### src/hw/pm_defs.vh
// Purpose: constants of the suspend/sleep power controller
// Assumes: apb byte addresses, one 32-bit word per register
// Notes: definitions only
`ifndef PM_DEFS_VH
`define PM_DEFS_VH

// ****************************************
// register offsets
// ****************************************
`define PM_OFF_CFG 12'h000
`define PM_OFF_DCDC 12'h004
`define PM_OFF_STAT 12'h008

// ****************************************
// power_mode_config fields
// ****************************************
`define PM_BIT_SLEEP 7
`define PM_BIT_SUSPEND 6
`define PM_BIT_CLEAR 5
`define PM_BIT_RSTWAKE 4
`define PM_SRC_HI 3
`define PM_SRC_CMP 0

// ****************************************
// dcdc_config fields
// ****************************************
`define PM_BIT_FLOAT 1
`define PM_DCDC_RST 1'b0

// ****************************************
// reset values and timing
// ****************************************
`define PM_EN_RST 4'h0
`define PM_WAKE_CYCLES 2'h2

`endif

### src/hw/power_mode_ctrl.v
// Purpose: suspend and sleep entry, wake-up and wake flags
// Assumes: always-powered clk at 10 MHz, apb slave, pins async
// Notes: apb answers in the first access cycle
//
// Summary of operation
// - suspend gates clock, stops internal oscillators
// - logic halted until enabled wake source
// - flags read zero two cycles after wake
// - four wake sources each individually enabled
// - reset pin low at one clk edge ends suspend; shorter glitches are not sampled
// - sleep cuts regulator, ram on supply pin
// - digital outputs hold state during sleep
// - digital inputs wake sleep through port match
// - analog rail tied to battery unless float
// - sleep keeps ram, registers and program state
// - comparator wake in sleep needs two-cell mode
// - reset pin falling edge always wakes
// - writing one enables a wake source
// - flags latch always, enabled or not
// - entry refused while enabled flag set
// - bit 7 selects sleep, bit 6 suspend
// - reset wake flag reads one after fall
//
// Chosen here: the APB slave port and the register addresses.
`default_nettype none
`include "pm_defs.vh"
module power_mode_ctrl (
  input wire clk,
  input wire rst_n,
  input wire psel,
  input wire penable,
  input wire pwrite,
  input wire [11:0] paddr,
  input wire [31:0] pwdata,
  output reg [31:0] prdata,
  output reg pready,
  output reg pslverr,
  input wire rtc_osc_fail,
  input wire rtc_alarm,
  input wire port_match,
  input wire cmp_out,
  input wire rst_pin_n,
  input wire two_cell_mode,
  output reg clk_gate_off,
  output reg osc_off,
  output reg core_halt,
  output reg regulator_off,
  output reg ram_on_supply_pin,
  output reg analog_tie_vbat,
  output reg analog_float,
  output reg io_hold,
  output reg state_retain
);

  // ****************************************
  // states
  // ****************************************
  localparam [1:0] ST_RUN = 2'b00;
  localparam [1:0] ST_SUSPEND = 2'b01;
  localparam [1:0] ST_SLEEP = 2'b10;
  localparam [1:0] ST_WAKE = 2'b11;

  reg [1:0] state_reg;
  reg [1:0] state_next;
  reg [3:0] enable_reg;
  reg [3:0] enable_next;
  reg float_reg;
  reg [1:0] wake_cnt_reg;
  reg [1:0] wake_cnt_next;
  reg refused_reg;
  reg rst_prev_reg;
  reg cmp_prev_reg;

  // ****************************************
  // pin synchronisers
  // ****************************************
  wire [4:0] pins_s;

  // reset pin enters inverted so an idle pin matches the cleared stages
  sync2 #(
    .WIDTH(5)
  ) u_sync (
    .clk(clk),
    .rst_n(rst_n),
    .d({~rst_pin_n, cmp_out, port_match, rtc_alarm, rtc_osc_fail}),
    .q(pins_s)
  );

  // ****************************************
  // event detection
  // ****************************************
  wire rst_fall;
  wire cmp_rise;
  wire [4:0] events;

  assign rst_fall = pins_s[4] & ~rst_prev_reg;
  assign cmp_rise = pins_s[3] & ~cmp_prev_reg;
  assign events = {rst_fall, pins_s[0], pins_s[1], pins_s[2], cmp_rise};

  always @(posedge clk) begin
    if (!rst_n) begin
      rst_prev_reg <= 1'b0;
      cmp_prev_reg <= 1'b0;
    end else begin
      rst_prev_reg <= pins_s[4];
      cmp_prev_reg <= pins_s[3];
    end
  end

  // ****************************************
  // apb decode
  // ****************************************
  wire setup;
  wire access;
  wire wr;
  wire hit_cfg;
  wire hit_dcdc;
  wire hit_stat;
  wire mapped;
  wire clr;

  assign setup = psel & ~penable;
  assign access = psel & penable & pready;
  assign wr = access & pwrite;
  assign hit_cfg = (paddr == `PM_OFF_CFG);
  assign hit_dcdc = (paddr == `PM_OFF_DCDC);
  assign hit_stat = (paddr == `PM_OFF_STAT);
  assign mapped = hit_cfg | hit_dcdc | hit_stat;
  assign clr = wr & hit_cfg & pwdata[`PM_BIT_CLEAR];

  // ****************************************
  // wake flags
  // ****************************************
  wire [4:0] flags;

  wake_flags #(
    .N(5)
  ) u_flags (
    .clk(clk),
    .rst_n(rst_n),
    .set(events),
    .clear(clr),
    .flags(flags)
  );

  // ****************************************
  // entry check and wake condition
  // ****************************************
  wire go_sleep;
  wire go_suspend;
  wire [3:0] new_en;
  wire [3:0] live_flags;
  wire blocked;
  wire [3:0] src_en;
  wire wake;

  assign go_sleep = wr & hit_cfg & pwdata[`PM_BIT_SLEEP];
  assign go_suspend = wr & hit_cfg & pwdata[`PM_BIT_SUSPEND];
  assign new_en = pwdata[`PM_SRC_HI:`PM_SRC_CMP];
  assign live_flags = clr ? events[3:0] : (flags[3:0] | events[3:0]);
  assign blocked = |(live_flags & new_en);
  // comparator source counts in sleep only in two-cell mode
  assign src_en = (state_reg == ST_SLEEP) ?
    {enable_reg[3:1], enable_reg[0] & two_cell_mode} : enable_reg;
  assign wake = |((flags[3:0] | events[3:0]) & src_en) | events[4];

  // ****************************************
  // power state machine
  // ****************************************
  always @* begin
    state_next = state_reg;
    enable_next = enable_reg;
    wake_cnt_next = wake_cnt_reg;
    case (state_reg)
      ST_RUN: begin
        if (wr & hit_cfg) begin
          enable_next = new_en;
        end
        if ((go_sleep | go_suspend) & ~blocked) begin
          state_next = go_sleep ? ST_SLEEP : ST_SUSPEND;
        end
      end
      ST_SUSPEND: begin
        if (wake) begin
          state_next = ST_WAKE;
          wake_cnt_next = `PM_WAKE_CYCLES;
        end
      end
      ST_SLEEP: begin
        if (wake) begin
          state_next = ST_WAKE;
          wake_cnt_next = `PM_WAKE_CYCLES;
        end
      end
      ST_WAKE: begin
        wake_cnt_next = wake_cnt_reg - 2'h1;
        if (wake_cnt_reg == 2'h1) begin
          state_next = ST_RUN;
        end
      end
      default: begin
        state_next = ST_RUN;
      end
    endcase
  end

  always @(posedge clk) begin
    if (!rst_n) begin
      state_reg <= ST_RUN;
      enable_reg <= `PM_EN_RST;
      wake_cnt_reg <= 2'h0;
      float_reg <= `PM_DCDC_RST;
      refused_reg <= 1'b0;
    end else begin
      state_reg <= state_next;
      enable_reg <= enable_next;
      wake_cnt_reg <= wake_cnt_next;
      if (wr & hit_dcdc) begin
        float_reg <= pwdata[`PM_BIT_FLOAT];
      end
      if ((go_sleep | go_suspend) & (state_reg == ST_RUN)) begin
        refused_reg <= blocked;
      end
    end
  end

  // ****************************************
  // power control outputs
  // ****************************************
  wire nx_low;
  wire nx_sleep;

  assign nx_low = (state_next == ST_SUSPEND) | (state_next == ST_SLEEP);
  assign nx_sleep = (state_next == ST_SLEEP);

  always @(posedge clk) begin
    if (!rst_n) begin
      clk_gate_off <= 1'b0;
      osc_off <= 1'b0;
      core_halt <= 1'b0;
      regulator_off <= 1'b0;
      ram_on_supply_pin <= 1'b0;
      analog_tie_vbat <= 1'b0;
      analog_float <= 1'b0;
      io_hold <= 1'b0;
      state_retain <= 1'b0;
    end else begin
      clk_gate_off <= nx_low;
      osc_off <= nx_low;
      core_halt <= nx_low;
      regulator_off <= nx_sleep;
      ram_on_supply_pin <= nx_sleep;
      analog_tie_vbat <= nx_sleep & ~float_reg;
      analog_float <= nx_sleep & float_reg;
      io_hold <= nx_sleep;
      state_retain <= nx_sleep;
    end
  end

  // ****************************************
  // apb read and answer
  // ****************************************
  reg [31:0] rdata;
  wire [4:0] flag_view;

  // read data is captured one edge early, so look at the access cycle's state
  assign flag_view = (state_next == ST_WAKE) ? 5'h00 : flags;

  always @* begin
    rdata = 32'h00000000;
    if (hit_cfg) begin
      rdata = {27'h0000000, flag_view};
    end else if (hit_dcdc) begin
      rdata = {30'h00000000, float_reg, 1'b0};
    end else if (hit_stat) begin
      rdata = {29'h00000000, refused_reg, state_reg};
    end
  end

  always @(posedge clk) begin
    if (!rst_n) begin
      pready <= 1'b0;
      pslverr <= 1'b0;
      prdata <= 32'h00000000;
    end else begin
      pready <= setup;
      pslverr <= setup & ~mapped;
      prdata <= (setup & ~pwrite) ? rdata : 32'h00000000;
    end
  end

endmodule
`default_nettype wire

### src/hw/sync2.v
// Purpose: two flip-flop synchroniser for pin levels
// Assumes: inputs asynchronous to clk
// Notes: first stage feeds only the second
`default_nettype none
module sync2 #(
  parameter WIDTH = 1
) (
  input wire clk,
  input wire rst_n,
  input wire [WIDTH-1:0] d,
  output reg [WIDTH-1:0] q
);
  reg [WIDTH-1:0] meta_reg;

  always @(posedge clk) begin
    if (!rst_n) begin
      meta_reg <= {WIDTH{1'b0}};
      q <= {WIDTH{1'b0}};
    end else begin
      meta_reg <= d;
      q <= meta_reg;
    end
  end
endmodule
`default_nettype wire

### src/hw/wake_flags.v
// Purpose: sticky wake-up event flags
// Assumes: set and clear are single-cycle pulses on clk
// Notes: a set in the clear cycle wins
`default_nettype none
module wake_flags #(
  parameter N = 5
) (
  input wire clk,
  input wire rst_n,
  input wire [N-1:0] set,
  input wire clear,
  output reg [N-1:0] flags
);
  always @(posedge clk) begin
    if (!rst_n) begin
      flags <= {N{1'b0}};
    end else begin
      flags <= (clear ? {N{1'b0}} : flags) | set;
    end
  end
endmodule
`default_nettype wire

### config.mk
export PLATFORM = sky130hd
export DESIGN_NAME = power_mode_ctrl
export DESIGN_NICKNAME = d
export VERILOG_FILES = /design/src/hw/power_mode_ctrl.v /design/src/hw/sync2.v /design/src/hw/wake_flags.v
export VERILOG_INCLUDE_DIRS = /design/src /design/src/hw
export SDC_FILE = /design/constraint.sdc
export NUM_CORES = 1
export LEC_CHECK = 0
export ABC_AREA = 1
export BUFFER_PORTS_ARGS = -buffer_cell sky130_fd_sc_hd__buf_4
export CELL_PAD_IN_SITES_DETAIL_PLACEMENT = 0
export CELL_PAD_IN_SITES_GLOBAL_PLACEMENT = 1
export CORE_MARGIN = 2
export CORE_UTILIZATION = 30
export CTS_CLUSTER_DIAMETER = 40
export DETAILED_ROUTE_END_ITERATION = 8
export GPL_TIMING_DRIVEN = 1
export PLACE_DENSITY = 0.87
export SYNTH_ARGS = -nofsm -noshare
export SYNTH_HDL_FRONTEND = slang
export SYNTH_SLANG_ARGS = --single-unit
### constraint.sdc
create_clock -name clk -period 2.3 [get_ports clk]
set_input_delay 0.115 -clock clk [delete_from_list [all_inputs] [get_ports clk]]
set_output_delay 0.115 -clock clk [all_outputs]
set_load 0.05 [all_outputs]
# == Yosys cells after proc, flatten, opt, wreduce, memory -nomap -nowiden ==
# Index checks and enable logic that the tools add are counted.
# W data, S select, Z words.
# totals
n_memories,0
inputBits,55
mem_bits_rw,0
rom_bits,0
latch_bits,0
reg_bits,65
out_inout_bits,43
word_cells,90
# op_classes
mux,14
shift,0
bitwise_logic,37
eq_ne,10
order_cmp,0
div,0
n_mul,0
addsub,1
n_reduce_logical,10
# op_table
op,count
$and A1 B1 Y1,18
$mux W5,3
$eq A12 B3 Y1 const B,1
$eq A12 B4 Y1 const B,1
$logic_not A12 Y1,1
$reduce_or A4 Y1,3
$mux W2,5
$not A1 Y1,10
$and A4 B4 Y4,2
$eq A2 B2 Y1 const B,4
$eq A2 B1 Y1 const B,3
$mux W3,2
$pmux W2 S3,1
$reduce_and A2 Y1,3
$or A1 B1 Y1,5
$or A5 B5 Y5,1
$mux W4,1
$or A4 B4 Y4,1
$pmux W2 S2,1
$logic_not A2 Y1,1
$ne A2 B1 Y1 const B,1
$reduce_bool A2 Y1,1
$reduce_or A2 Y1,1
$sub A2 B1 Y2 const B,1
$mux W1,1

# == Depth between registers and ports, before layout ==
# Gate-level depths: netlist of the first run.
# logic_depth
word_depth,15
ltp_mapped,17
ltp_nobuf,17

# == Modules after synthesis ==
# From an unflattened synthesis of the first run, not the netlist that was laid out.
# hier_totals
hier_cells,260
hier_area_um2,1914.3
# by_module_without_submodules
mod,seq_area_each_um2,n_inst,cells_each,area_each_um2
power_mode_ctrl,460.4,1,207,1457.6
sync2,200.2,1,31,286.5
wake_flags,100.1,1,22,170.2

# == Least setup slack after synthesis of the first run ==
# OpenSTA, ideal clock, no wires.
# synth_timing
kind,register to register
start,reg pready
end,reg prdata[0]
t_arrival_ps,2293
path_stages_with_launch,16
setup_ps,75
t_required_ps,2225
path_slack_ps,-68
period_less_slack_ps,2368
path_buffers,0
path_cell_list,dfxtp_1 -> nand3_1 -> nor2_1 -> nand4_2 -> nand2_1 -> nand2_1 -> nand2_1 -> nand3_1 -> o21ai_1 -> nand3_2 -> nand2_2 -> inv_1 -> ha_1 -> nor2_1 -> nand2_1 -> o22ai_1
# synth_via
elab_chain_cells,14
word_cells_on_any_way,18
classes_between,eq/ne (1); mux (6); bitwise (10); reduce/logical (1)
# synth_lines
item,line,source
from (decl),power_mode_ctrl.v:36,"output reg pready,"
from (signal assigned),power_mode_ctrl.v:286,pready <= setup;
$and A1 B1 Y1 *,power_mode_ctrl.v:123,assign access = psel & penable & pready;
$and A1 B1 Y1 *,power_mode_ctrl.v:124,assign wr = access & pwrite;
$and A1 B1 Y1 *,"power_mode_ctrl.v:129, power_mode_ctrl.v:157, power_mode_ctrl.v:158",
$and A1 B1 Y1,power_mode_ctrl.v:129,assign clr = wr & hit_cfg & pwdata[`PM_BIT_CLEAR];
$mux W4,power_mode_ctrl.v:160,assign live_flags = clr ? events[3:0] : (flags[3:0] | events[3:0]);
$and A4 B4 Y4,power_mode_ctrl.v:161,assign blocked = |(live_flags & new_en);
$reduce_or A4 Y1,power_mode_ctrl.v:161,
$not A1 Y1,power_mode_ctrl.v:179,if ((go_sleep | go_suspend) & ~blocked) begin
$and A1 B1 Y1,power_mode_ctrl.v:179,
$mux W2 *,power_mode_ctrl.v:179,
$pmux W2 S3 *,power_mode_ctrl.v:174,case (state_reg)
named net state_next[0],power_mode_ctrl.v:64,reg [1:0] state_next;
$eq A2 B2 Y1 *,power_mode_ctrl.v:267,assign flag_view = (state_next == ST_WAKE) ? 5'h00 : flags;
$mux W5 *,power_mode_ctrl.v:267,
$mux W5 *,power_mode_ctrl.v:271,if (hit_cfg) begin
to (signal assigned),power_mode_ctrl.v:288,prdata <= (setup & ~pwrite) ? rdata : 32'h00000000;
to (decl),power_mode_ctrl.v:35,"output reg [31:0] prdata,"
# Mark *: on every way through the listed nets, which the timed path passes. The rest lies on a longest branch.
# A chain may end at the register's enable or synchronous reset.

# == Final worst setup path of the first run ==
# layout_timing
start,reg pready
end,reg prdata[2]
# The elaborated chain is that of the path after synthesis.

==> results.sh, run 1 <==
export IMPL_clock_sinks=38
export IMPL_fin_area_um2=2380
export IMPL_r2r_setup_slack_ps=210
export IMPL_fp_row_count=28
export IMPL_post_route_min_period_ps=2090
export IMPL_fin_util=0.400
export IMPL_p_per_area_nw_per_um2=586
export IMPL_synth_top_family_by_area="buffers and inverters"
export IMPL_grt_antenna_before_repair=0
export IMPL_required_ps=2520
export IMPL_via_per_inst=4.07
export IMPL_post_place_ws_ps=9.47
export IMPL_p_seq_frac=0.492
export IMPL_r2r_start="pready$_SDFF_PN0_"
export IMPL_synth_simple_gate_area_frac=0.215
export IMPL_ios=98
export IMPL_critPathMaxFanout=5
export IMPL_clock_latency_ps=290
export IMPL_cts_made_buffers=5
export IMPL_p_int_uw=984
export IMPL_outcome="complete, no violations"
export IMPL_antenna_cells=0
export IMPL_die_w_um=82.8
export IMPL_io_buffer_count=45
export IMPL_layout_cells_most_common="buf_4"
export IMPL_p_switching_uw=413
export IMPL_hold_start="port_match"
export IMPL_synthAdderAreaFrac=0.0470
export IMPL_path_class="reg -> reg"
export IMPL_ys_warn_count=0
export IMPL_worstPathCellList="nand3_4 -> nor2_4 -> nand4_4 -> nand2_2 -> nand2_1 -> nand2_2 -> nand2_1 -> nor2_2 -> nand3_2 -> nand3_2 -> nand2_1 -> ha_1 -> nor2_2 -> nand2_2 -> o22ai_2"
export IMPL_die_area_um2=6860
export IMPL_fin_skew_ps=4.12
export IMPL_start_util=0.313
export IMPL_setup_tns_final_ps=0
export IMPL_critPathMaxStageDelay_ps=350
export IMPL_dpl_hpwl_um=2840
export IMPL_clkPwrFrac=0.318
export IMPL_reg2reg_depth=15
export IMPL_drc_errors=0
export IMPL_drive_above_1_share=0.269
export IMPL_startpoint_type="flip-flop"
export IMPL_grt_max_degree=18
export IMPL_mostFrequentLayoutCells="buf_4, nand2_1, inv_1"
export IMPL_wl_per_cell_um=9.66
export IMPL_drt_initial_drc_count=74
export IMPL_max_freq_mhz=479
export IMPL_drv_slew=0
export IMPL_core_area_um2=5960
export IMPL_yosysUniqueCellTypes=30
export IMPL_r2r_end="prdata[2]$_SDFF_PN0_"
export IMPL_critical_path_slowest_cell="dfxtp_2"
export IMPL_dpl_instance_area_um2=2190
export IMPL_hold_path_class="in -> reg"
export IMPL_antenna_left=0
export IMPL_ir_worst_vdd_uv=304
export IMPL_hold_depth=3
export IMPL_overflow=0
export IMPL_clk_pin_slew_ps=70
export IMPL_first_global_vias=1467
export IMPL_swShare=0.295
export IMPL_final_hold_violation_count=0
export IMPL_end_kind="flip-flop"
export IMPL_area_growth_pct=27.9
export IMPL_htree_levels=2
export IMPL_worstHoldEndpoint="u_sync.meta_reg[2]$_SDFF_PN0_"
export IMPL_cts_root_buf="clkbuf_8"
export IMPL_setup_slack_ps=214
export IMPL_grt_use_total=0.112
export IMPL_setup_viol_count_final=0
export IMPL_gp_congestion=0.827
export IMPL_power_uw=1400
export IMPL_p_leak_uw=0.00122
export IMPL_seq_area_frac_synth=0.408
export IMPL_cts_tree="yes"
export IMPL_synthMuxAreaShare=0
export IMPL_drt_pass1_iterations=4
export IMPL_synthXorXnorAreaFrac=0
export IMPL_arrival_ps=2300
export IMPL_syn_area_um2=1860
export IMPL_fp_dieH_um=82.8
export IMPL_comb_power_share=0.190
export IMPL_cap_viol_max_count=0
export IMPL_yosys_register_bits=38
export IMPL_post_synth_cell_area_avg_um2=7.55
export IMPL_cts_buffer_depth=2
export IMPL_vias=1532
export IMPL_finalCritPeriodShare=0.907
export IMPL_grt_first_pass_wirelength_um=6200
export IMPL_syn_inst=247
export IMPL_synth_compound_area_frac=0.105
export IMPL_wl_um=3630
export IMPL_fin_nets=364
==> how the worst max path moves through the flow <==
| stage | end | startpoint | slack [ps] | cells past startpoint |
|---|---|---|---|---|
| after global routing | prdata[2]$_SDFF_PN0_ | pready$_SDFF_PN0_ | -4 | 15 |
| after global placement | prdata[2]$_SDFF_PN0_ | pready$_SDFF_PN0_ | 70 | 15 |
| after floorplan | prdata[0]$_SDFF_PN0_ | pready$_SDFF_PN0_ | 120 | 15 |
| final | prdata[2]$_SDFF_PN0_ | pready$_SDFF_PN0_ | 210 | 15 |
| after detailed placement | prdata[2]$_SDFF_PN0_ | pready$_SDFF_PN0_ | 9 | 15 |
| after CTS | prdata[2]$_SDFF_PN0_ | pready$_SDFF_PN0_ | 0.9 | 15 |
==> metrics by stage <==
stage	cells	hold slack, ps
finish	376	17.4
CTS	375	7.53
detailed placement	364	280
global route	376	18.9
global placement	364	277
floorplan	273	187
==> cell usage after synthesis (all sizes together) <==
cell type | count | area, um^2
nand4 | 2 | 18.8
o22ai | 2 | 12.5
dfxtp | 38 | 761
o21ai | 10 | 50.0
clkinv | 2 | 7.51
inv | 42 | 158
o32ai | 1 | 8.76
o21bai | 2 | 15.0
ha | 7 | 87.6
nor3 | 3 | 26.3
o211a | 1 | 10.0
buf | 33 | 244
nand3b | 1 | 7.51
a31oi | 1 | 6.26
conb | 1 | 3.75
nor2 | 21 | 91.3
a211oi | 1 | 7.51
clkbuf | 2 | 7.51
a21oi | 17 | 85.1
nand3 | 11 | 65.1
nand2 | 49 | 191
==> layer usage <==
metal | share of wire | track usage | up-vias | routed length (um)
met1 | 0.46 | 0.129 | 670 | 1670
met3 | 0.059 | 0.0328 | 6 | 215
met5 | 0 | 0 | - | 0
met2 | 0.46 | 0.191 | 46 | 1680
li1 | - | - | 810 | -
met4 | 0.020 | 0.0537 | 0 | 74
==> power by group through the flow <==
| stage | combinational, uW | clock, uW | sequential [uW] |
|---|---|---|---|
| 2_1_floorplan | 215 | 0 | 710 |
| 3_3_place_gp | 253 | 0 | 701 |
| 3_5_place_dp | 256 | 0 | 701 |
| 4_1_cts | 262 | 466 | 686 |
| 5_1_grt | 287 | 493 | 689 |
| 6_report | 266 | 443 | 687 |
==> cells by family (layout without fill, tap and decap cells) <==
family,count (synthesis),after routing
buffers and inverters,79,107
adder cells (fa/ha/maj),7,7
flip-flops,38,38
other,1,27
AO/OA/AOI/OAI,35,35
AND/OR/NAND/NOR,87,87
==> cell type report <==
class / instances / area, um^2
Clock buffer: 6 / 82.6
Fill cell: 632 / 3570
Inverter: 44 / 165
Multi-Input combinational cell: 156 / 843
Sequential cell: 38 / 762
Tap cell: 75 / 93.8
Timing Repair Buffer: 57 / 438
==> worst max-delay path: cells and delay by family (launching register included) <==
| family | cells | cell delay [ps] |
|---|---|---|
| flip-flops | 1 | 350 |
| adder cells (fa/ha/maj) | 1 | 200 |
| AND/OR/NAND/NOR | 13 | 1350 |
| AO/OA/AOI/OAI | 1 | 120 |
==> timing repair <==
item / 4_1_cts / 5_1_grt
endpoints found under the setup margin: 2 / 5
hold buffers: 4 / 0
buffers inserted: 1 / 1
resized for setup: 0 / 14
hold endpoints to repair: 4 / 0
pin swaps: 1 / 9
Note: power is estimated with default switching activity, not from simulation.
==> run 2, diff against run 1 <==
Settings changed: CORE_UTILIZATION 30 to 32, CTS_BUF_LIST set to sky130_fd_sc_hd__clkbuf_8, PLACE_DENSITY 0.87 to 0.92.
==> run 2 against run 1 <==
Combinational power barely moved. Sequential power barely moved. Via count is 1.0% lower. Wire length decreased by 3.4%. Final area down 0.21%. Highest routed layer unchanged.
==> results.sh, run 2 (synthesis gave the netlist of run 1 again) <==
export IMPL_clock_sinks=38
export IMPL_dpl_hpwl_um=2720
export IMPL_io_buffer_count=45
export IMPL_grt_antenna_before_repair=0
export IMPL_htree_levels=2
export IMPL_setup_viol_count_final=0
export IMPL_drive_above_1_share=0.268
export IMPL_ir_worst_vdd_uv=292
export IMPL_die_w_um=80.3
export IMPL_vias=1516
export IMPL_num_fill_cells=579
export IMPL_reg2reg_depth=15
export IMPL_first_global_vias=1379
export IMPL_cp_num_buf_inv=0
export IMPL_setup_slack_ps=189
export IMPL_fin_nets=363
export IMPL_gr_usage_met1=0.146
export IMPL_end_kind="flip-flop"
export IMPL_r2r_setup_slack_ps=190
export IMPL_fp_dieH_um=80.3
export IMPL_antenna_left=0
export IMPL_final_hold_violation_count=0
export IMPL_drt_pass1_iterations=4
export IMPL_critPathMaxFanout=5
export IMPL_die_area_um2=6450
export IMPL_dpl_instance_area_um2=2180
export IMPL_critical_path_slowest_cell="dfxtp_2"
export IMPL_ios=98
export IMPL_cts_tree="yes"
export IMPL_cts_root_buf="clkbuf_8"
export IMPL_p_per_area_nw_per_um2=594
export IMPL_cap_viol_max_count=0
export IMPL_grt_use_total=0.120
export IMPL_required_ps=2530
export IMPL_antenna_cells=0
export IMPL_arrival_ps=2340
export IMPL_wl_um=3510
export IMPL_hold_path_class="in -> reg"
export IMPL_grt_max_degree=18
export IMPL_fin_skew_ps=7.22
export IMPL_busiest_layer="met2"
export IMPL_start_util=0.334
export IMPL_cts_buffer_depth=2
export IMPL_placed_cells=360
export IMPL_core_area_um2=5570
export IMPL_area_growth_pct=27.7
export IMPL_hold_depth=4
export IMPL_crit_family="simple AND/OR/NAND/NOR gates"
export IMPL_drt_initial_drc_count=54
export IMPL_finalCritPeriodShare=0.918
export IMPL_use_met3=0.0326
export IMPL_clock_latency_ps=290
export IMPL_drv_slew=0
export IMPL_p_leak_uw=0.00122
export IMPL_mostFrequentLayoutCells="buf_4, inv_1, nand2_1"
export IMPL_final_cells=374
export IMPL_fp_row_count=27
export IMPL_worstPathCellList="nand3_2 -> nor2_4 -> nand4_4 -> nand2_2 -> nand2_1 -> nand2_1 -> nand2_1 -> nor2_2 -> nand3_2 -> nand3_2 -> nand2_1 -> ha_1 -> nor2_2 -> nand2_2 -> nor2_1"
export IMPL_gp_congestion=0.868
export IMPL_wl_per_cell_um=9.38
export IMPL_overflow=0
export IMPL_cp_common_cell="nand2_1"
export IMPL_post_route_min_period_ps=2110
export IMPL_critPathMaxStageDelay_ps=340
export IMPL_layout_cells_most_common="buf_4"
export IMPL_cts_made_buffers=5
export IMPL_post_place_ws_ps=55.1
export IMPL_cp_depth=15
export IMPL_max_freq_mhz=474
export IMPL_via_per_inst=4.05
export IMPL_path_class="reg -> reg"
export IMPL_ff_latch_area_um2=762
export IMPL_fin_area_um2=2380
export IMPL_power_uw=1410
export IMPL_grtUsageMet2=0.194
export IMPL_grt_first_pass_wirelength_um=5890
export IMPL_startpoint_type="flip-flop"
export IMPL_multi_input_area_um2=838
export IMPL_drc_errors=0
export IMPL_outcome="complete, no violations"
export IMPL_clk_pin_slew_ps=70
-- run 2: cell count changes in the layout (fill, tap and decap cells not counted), sizes merged --
cell and delta:
buf -2, clkinv +1, dlygate4sd3 +1, inv +1
-- run 2: report_power, final --
part           switching (uW)  total [uW]  internal, uW
clock network             223         460           237
registers                9.69         687           677
logic                     189         266          77.3
-- run 2: path summary, 6_finish.rpt --
check / from / endpoint
min reg2reg: u_sync.meta_reg[3]$_SDFF_PN0_ / u_sync.q[3]$_SDFF_PN0_
max: pready$_SDFF_PN0_ / prdata[3]$_SDFF_PP0_
max reg2reg: pready$_SDFF_PN0_ / prdata[3]$_SDFF_PP0_
min: penable / pready$_SDFF_PN0_
-- run 2: layout make-up --
type / count / share of cell area
inverter: 44 / 0.0694
multi-input combinational: 156 / 0.352
clock inverter: 2 / 0.00368
tap: 72 / 0.0379
clock buffer: 6 / 0.0347
timing repair buffer: 56 / 0.182
sequential: 38 / 0.320
-- run 2: worst register-to-register path, delay by kind of cell (launching register included) --
family                     cells  cell delay, ps
and+or+nand+nor               14            1530
DFF                            1             340
adders and majority gates      1             190
-- run 2: per-layer routing --
metal / part of all wire / vias to the layer above
met5: 0 / -
met4: 0.021 / 0
met3: 0.058 / 7
met2: 0.46 / 47
met1: 0.46 / 651
li1: - / 811
-- run 2: per-stage QoR --
step,util,hold WS (ps),TNS [ps]
floorplan,-,187,0
global placement,0.391,276,0
detailed placement,0.391,277,0
CTS,0.416,72.2,0
global route,0.427,92.5,-11.8
finish,0.427,82.4,0
-- run 2: timing repair --
action / in CTS / in global routing
buffers inserted: 0 / 1
endpoints found under the hold margin: 5 / 0
setup endpoints to repair: 0 / 7
hold buffers: 5 / 0
gates resized for setup: 0 / 14
==> run 3, diff against run 2 <==
Settings changed: RECOVER_POWER set to 100.
==> run 3 against run 2 <==
Core utilization down 1.6 points. Fmax rose by 0.52%. Global-route usage stayed put. Largest power group unchanged.
==> results.sh, run 3 (synthesis gave the netlist of run 1 again) <==
export IMPL_grt_first_pass_wirelength_um=5890
export IMPL_fin_nets=363
export IMPL_antenna_left=0
export IMPL_vias=1512
export IMPL_p_leak_uw=0.00112
export IMPL_hold_start="penable"
export IMPL_maxSlewHeadroom=0.495
export IMPL_overflow=0
export IMPL_fp_dieH_um=80.3
export IMPL_p_per_area_nw_per_um2=614
export IMPL_cp_common_cell="nand2_1"
export IMPL_setup_tns_final_ps=0
export IMPL_drc_errors=0
export IMPL_end_kind="flip-flop"
export IMPL_io_buffer_count=45
export IMPL_mostFrequentLayoutCells="inv_1, nand2_1, dfxtp_1"
export IMPL_fin_area_um2=2290
export IMPL_clkPwrFrac=0.329
export IMPL_clock_latency_ps=290
export IMPL_clk_pin_slew_ps=70
export IMPL_outcome="complete, no violations"
export IMPL_first_global_vias=1379
export IMPL_fp_row_count=27
export IMPL_crit_end="prdata[3]$_SDFF_PP0_"
export IMPL_critPathMaxFanout=5
export IMPL_critPathMaxStageDelay_ps=340
export IMPL_swShare=0.301
export IMPL_die_w_um=80.3
export IMPL_ios=98
export IMPL_p_seq_frac=0.489
export IMPL_core_area_um2=5570
export IMPL_area_growth_pct=22.8
export IMPL_fin_util=0.411
export IMPL_p_int_uw=982
export IMPL_via_per_inst=4.04
export IMPL_cts_made_buffers=5
export IMPL_die_area_um2=6450
export IMPL_timing_hold_ws_ps=80.2
export IMPL_max_freq_mhz=476
export IMPL_required_ps=2530
export IMPL_drive_above_1_share=0.195
export IMPL_post_route_min_period_ps=2100
export IMPL_dpl_hpwl_um=2720
export IMPL_grt_use_total=0.120
export IMPL_startpoint_type="flip-flop"
export IMPL_setup_viol_count_final=0
export IMPL_wl_um=3550
export IMPL_drt_initial_drc_count=61
export IMPL_finalCritPeriodShare=0.913
export IMPL_path_class="reg -> reg"
export IMPL_crit_family="simple AND/OR/NAND/NOR gates"
export IMPL_antenna_cells=0
export IMPL_cp_depth=15
export IMPL_clock_sinks=38
export IMPL_cts_root_buf="clkbuf_8"
export IMPL_wl_per_cell_um=9.50
export IMPL_num_fill_cells=597
export IMPL_r2r_end="prdata[3]$_SDFF_PP0_"
export IMPL_power_uw=1400
export IMPL_crit_path_start="pready$_SDFF_PN0_"
export IMPL_cap_viol_max_count=0
export IMPL_htree_levels=2
export IMPL_hold_path_class="in -> reg"
export IMPL_cts_tree="yes"
export IMPL_grt_max_degree=18
export IMPL_cp_num_buf_inv=0
export IMPL_arrival_ps=2330
export IMPL_worstPathCellList="nand3_2 -> nor2_4 -> nand4_4 -> nand2_2 -> nand2_1 -> nand2_1 -> nand2_1 -> nor2_2 -> nand3_2 -> nand3_2 -> nand2_1 -> ha_1 -> nor2_2 -> nand2_2 -> nor2_1"
export IMPL_drt_pass1_iterations=4
export IMPL_gp_congestion=0.868
export IMPL_r2r_start="pready$_SDFF_PN0_"
export IMPL_p_switching_uw=423
export IMPL_critical_path_slowest_cell="dfxtp_2"
export IMPL_worst_slew_pin_slew_ps=757
export IMPL_start_util=0.334
export IMPL_comb_power_share=0.182
export IMPL_fin_skew_ps=9.24
export IMPL_dpl_instance_area_um2=2180
export IMPL_drv_slew=0
export IMPL_grt_antenna_before_repair=0
export IMPL_cts_buffer_depth=2
export IMPL_r2r_setup_slack_ps=200
export IMPL_ir_worst_vdd_uv=292
export IMPL_reg2reg_depth=15
export IMPL_final_hold_violation_count=0
[run 3: changes by cell type in the layout (fill, tap and decap cells not counted), sizes merged]
| cell | previous run | this run |
|---|---|---|
| clkbuf | 6 | 27 |
| buf | 51 | 30 |
[run 3: area by class of cell]
cell class / count / area (um^2) / area share
Multi-Input combinational cell: 156 / 822 / 0.359
Sequential cell: 38 / 762 / 0.333
Timing Repair Buffer: 56 / 358 / 0.156
Inverter: 44 / 165 / 0.0722
Tap cell: 72 / 90.1 / 0.0394
Clock buffer: 6 / 82.6 / 0.0361
Clock inverter: 2 / 8.76 / 0.00383
[run 3: metal layers]
metal / global-route usage / wire length (um)
met5: 0 / 0
met4: 0.0610 / 73
met3: 0.0326 / 209
met2: 0.194 / 1610
met1: 0.146 / 1660
[run 3: how the worst min path moves through the flow]
stage                                     to  cells past startpoint
2_1_floorplan  u_sync.meta_reg[4]$_SDFF_PN0_                      1
3_3_place_gp   u_sync.meta_reg[4]$_SDFF_PN0_                      2
3_5_place_dp   u_sync.meta_reg[4]$_SDFF_PN0_                      2
4_1_cts                    pready$_SDFF_PN0_                      4
5_1_grt                    pready$_SDFF_PN0_                      4
6_report                   pready$_SDFF_PN0_                      4
[run 3: worst min-delay path: cells and delay by family]
kind | cells | cell delay, ps
AND/OR/NAND/NOR | 2 | 100
buffers and inverters | 2 | 120
[run 3: power groups by stage]
| stage | clock (uW) | sequential [uW] | combinational (uW) |
|---|---|---|---|
| 3_5_place_dp | 0 | 701 | 255 |
| 4_1_cts | 478 | 686 | 261 |
| 5_1_grt | 510 | 689 | 279 |
| 6_report | 463 | 687 | 255 |
| 2_1_floorplan | 0 | 710 | 215 |
| 3_3_place_gp | 0 | 701 | 253 |
[run 3: what timing repair did]
action,4_1_cts,5_1_grt
hold buffers,5,0
hold endpoints to repair,5,0
resized for setup,0,14
setup endpoints to repair,0,7
buffers inserted,0,1
[run 3: through the flow]
| step | setup WS, ps | cells |
|---|---|---|
| 4_1_cts | 36.5 | 373 |
| 2_1_floorplan | 120 | 273 |
| 6_report | 200 | 374 |
| 5_1_grt | -1.74 | 374 |
| 3_5_place_dp | 55.1 | 360 |
| 3_3_place_gp | 69.0 | 360 |
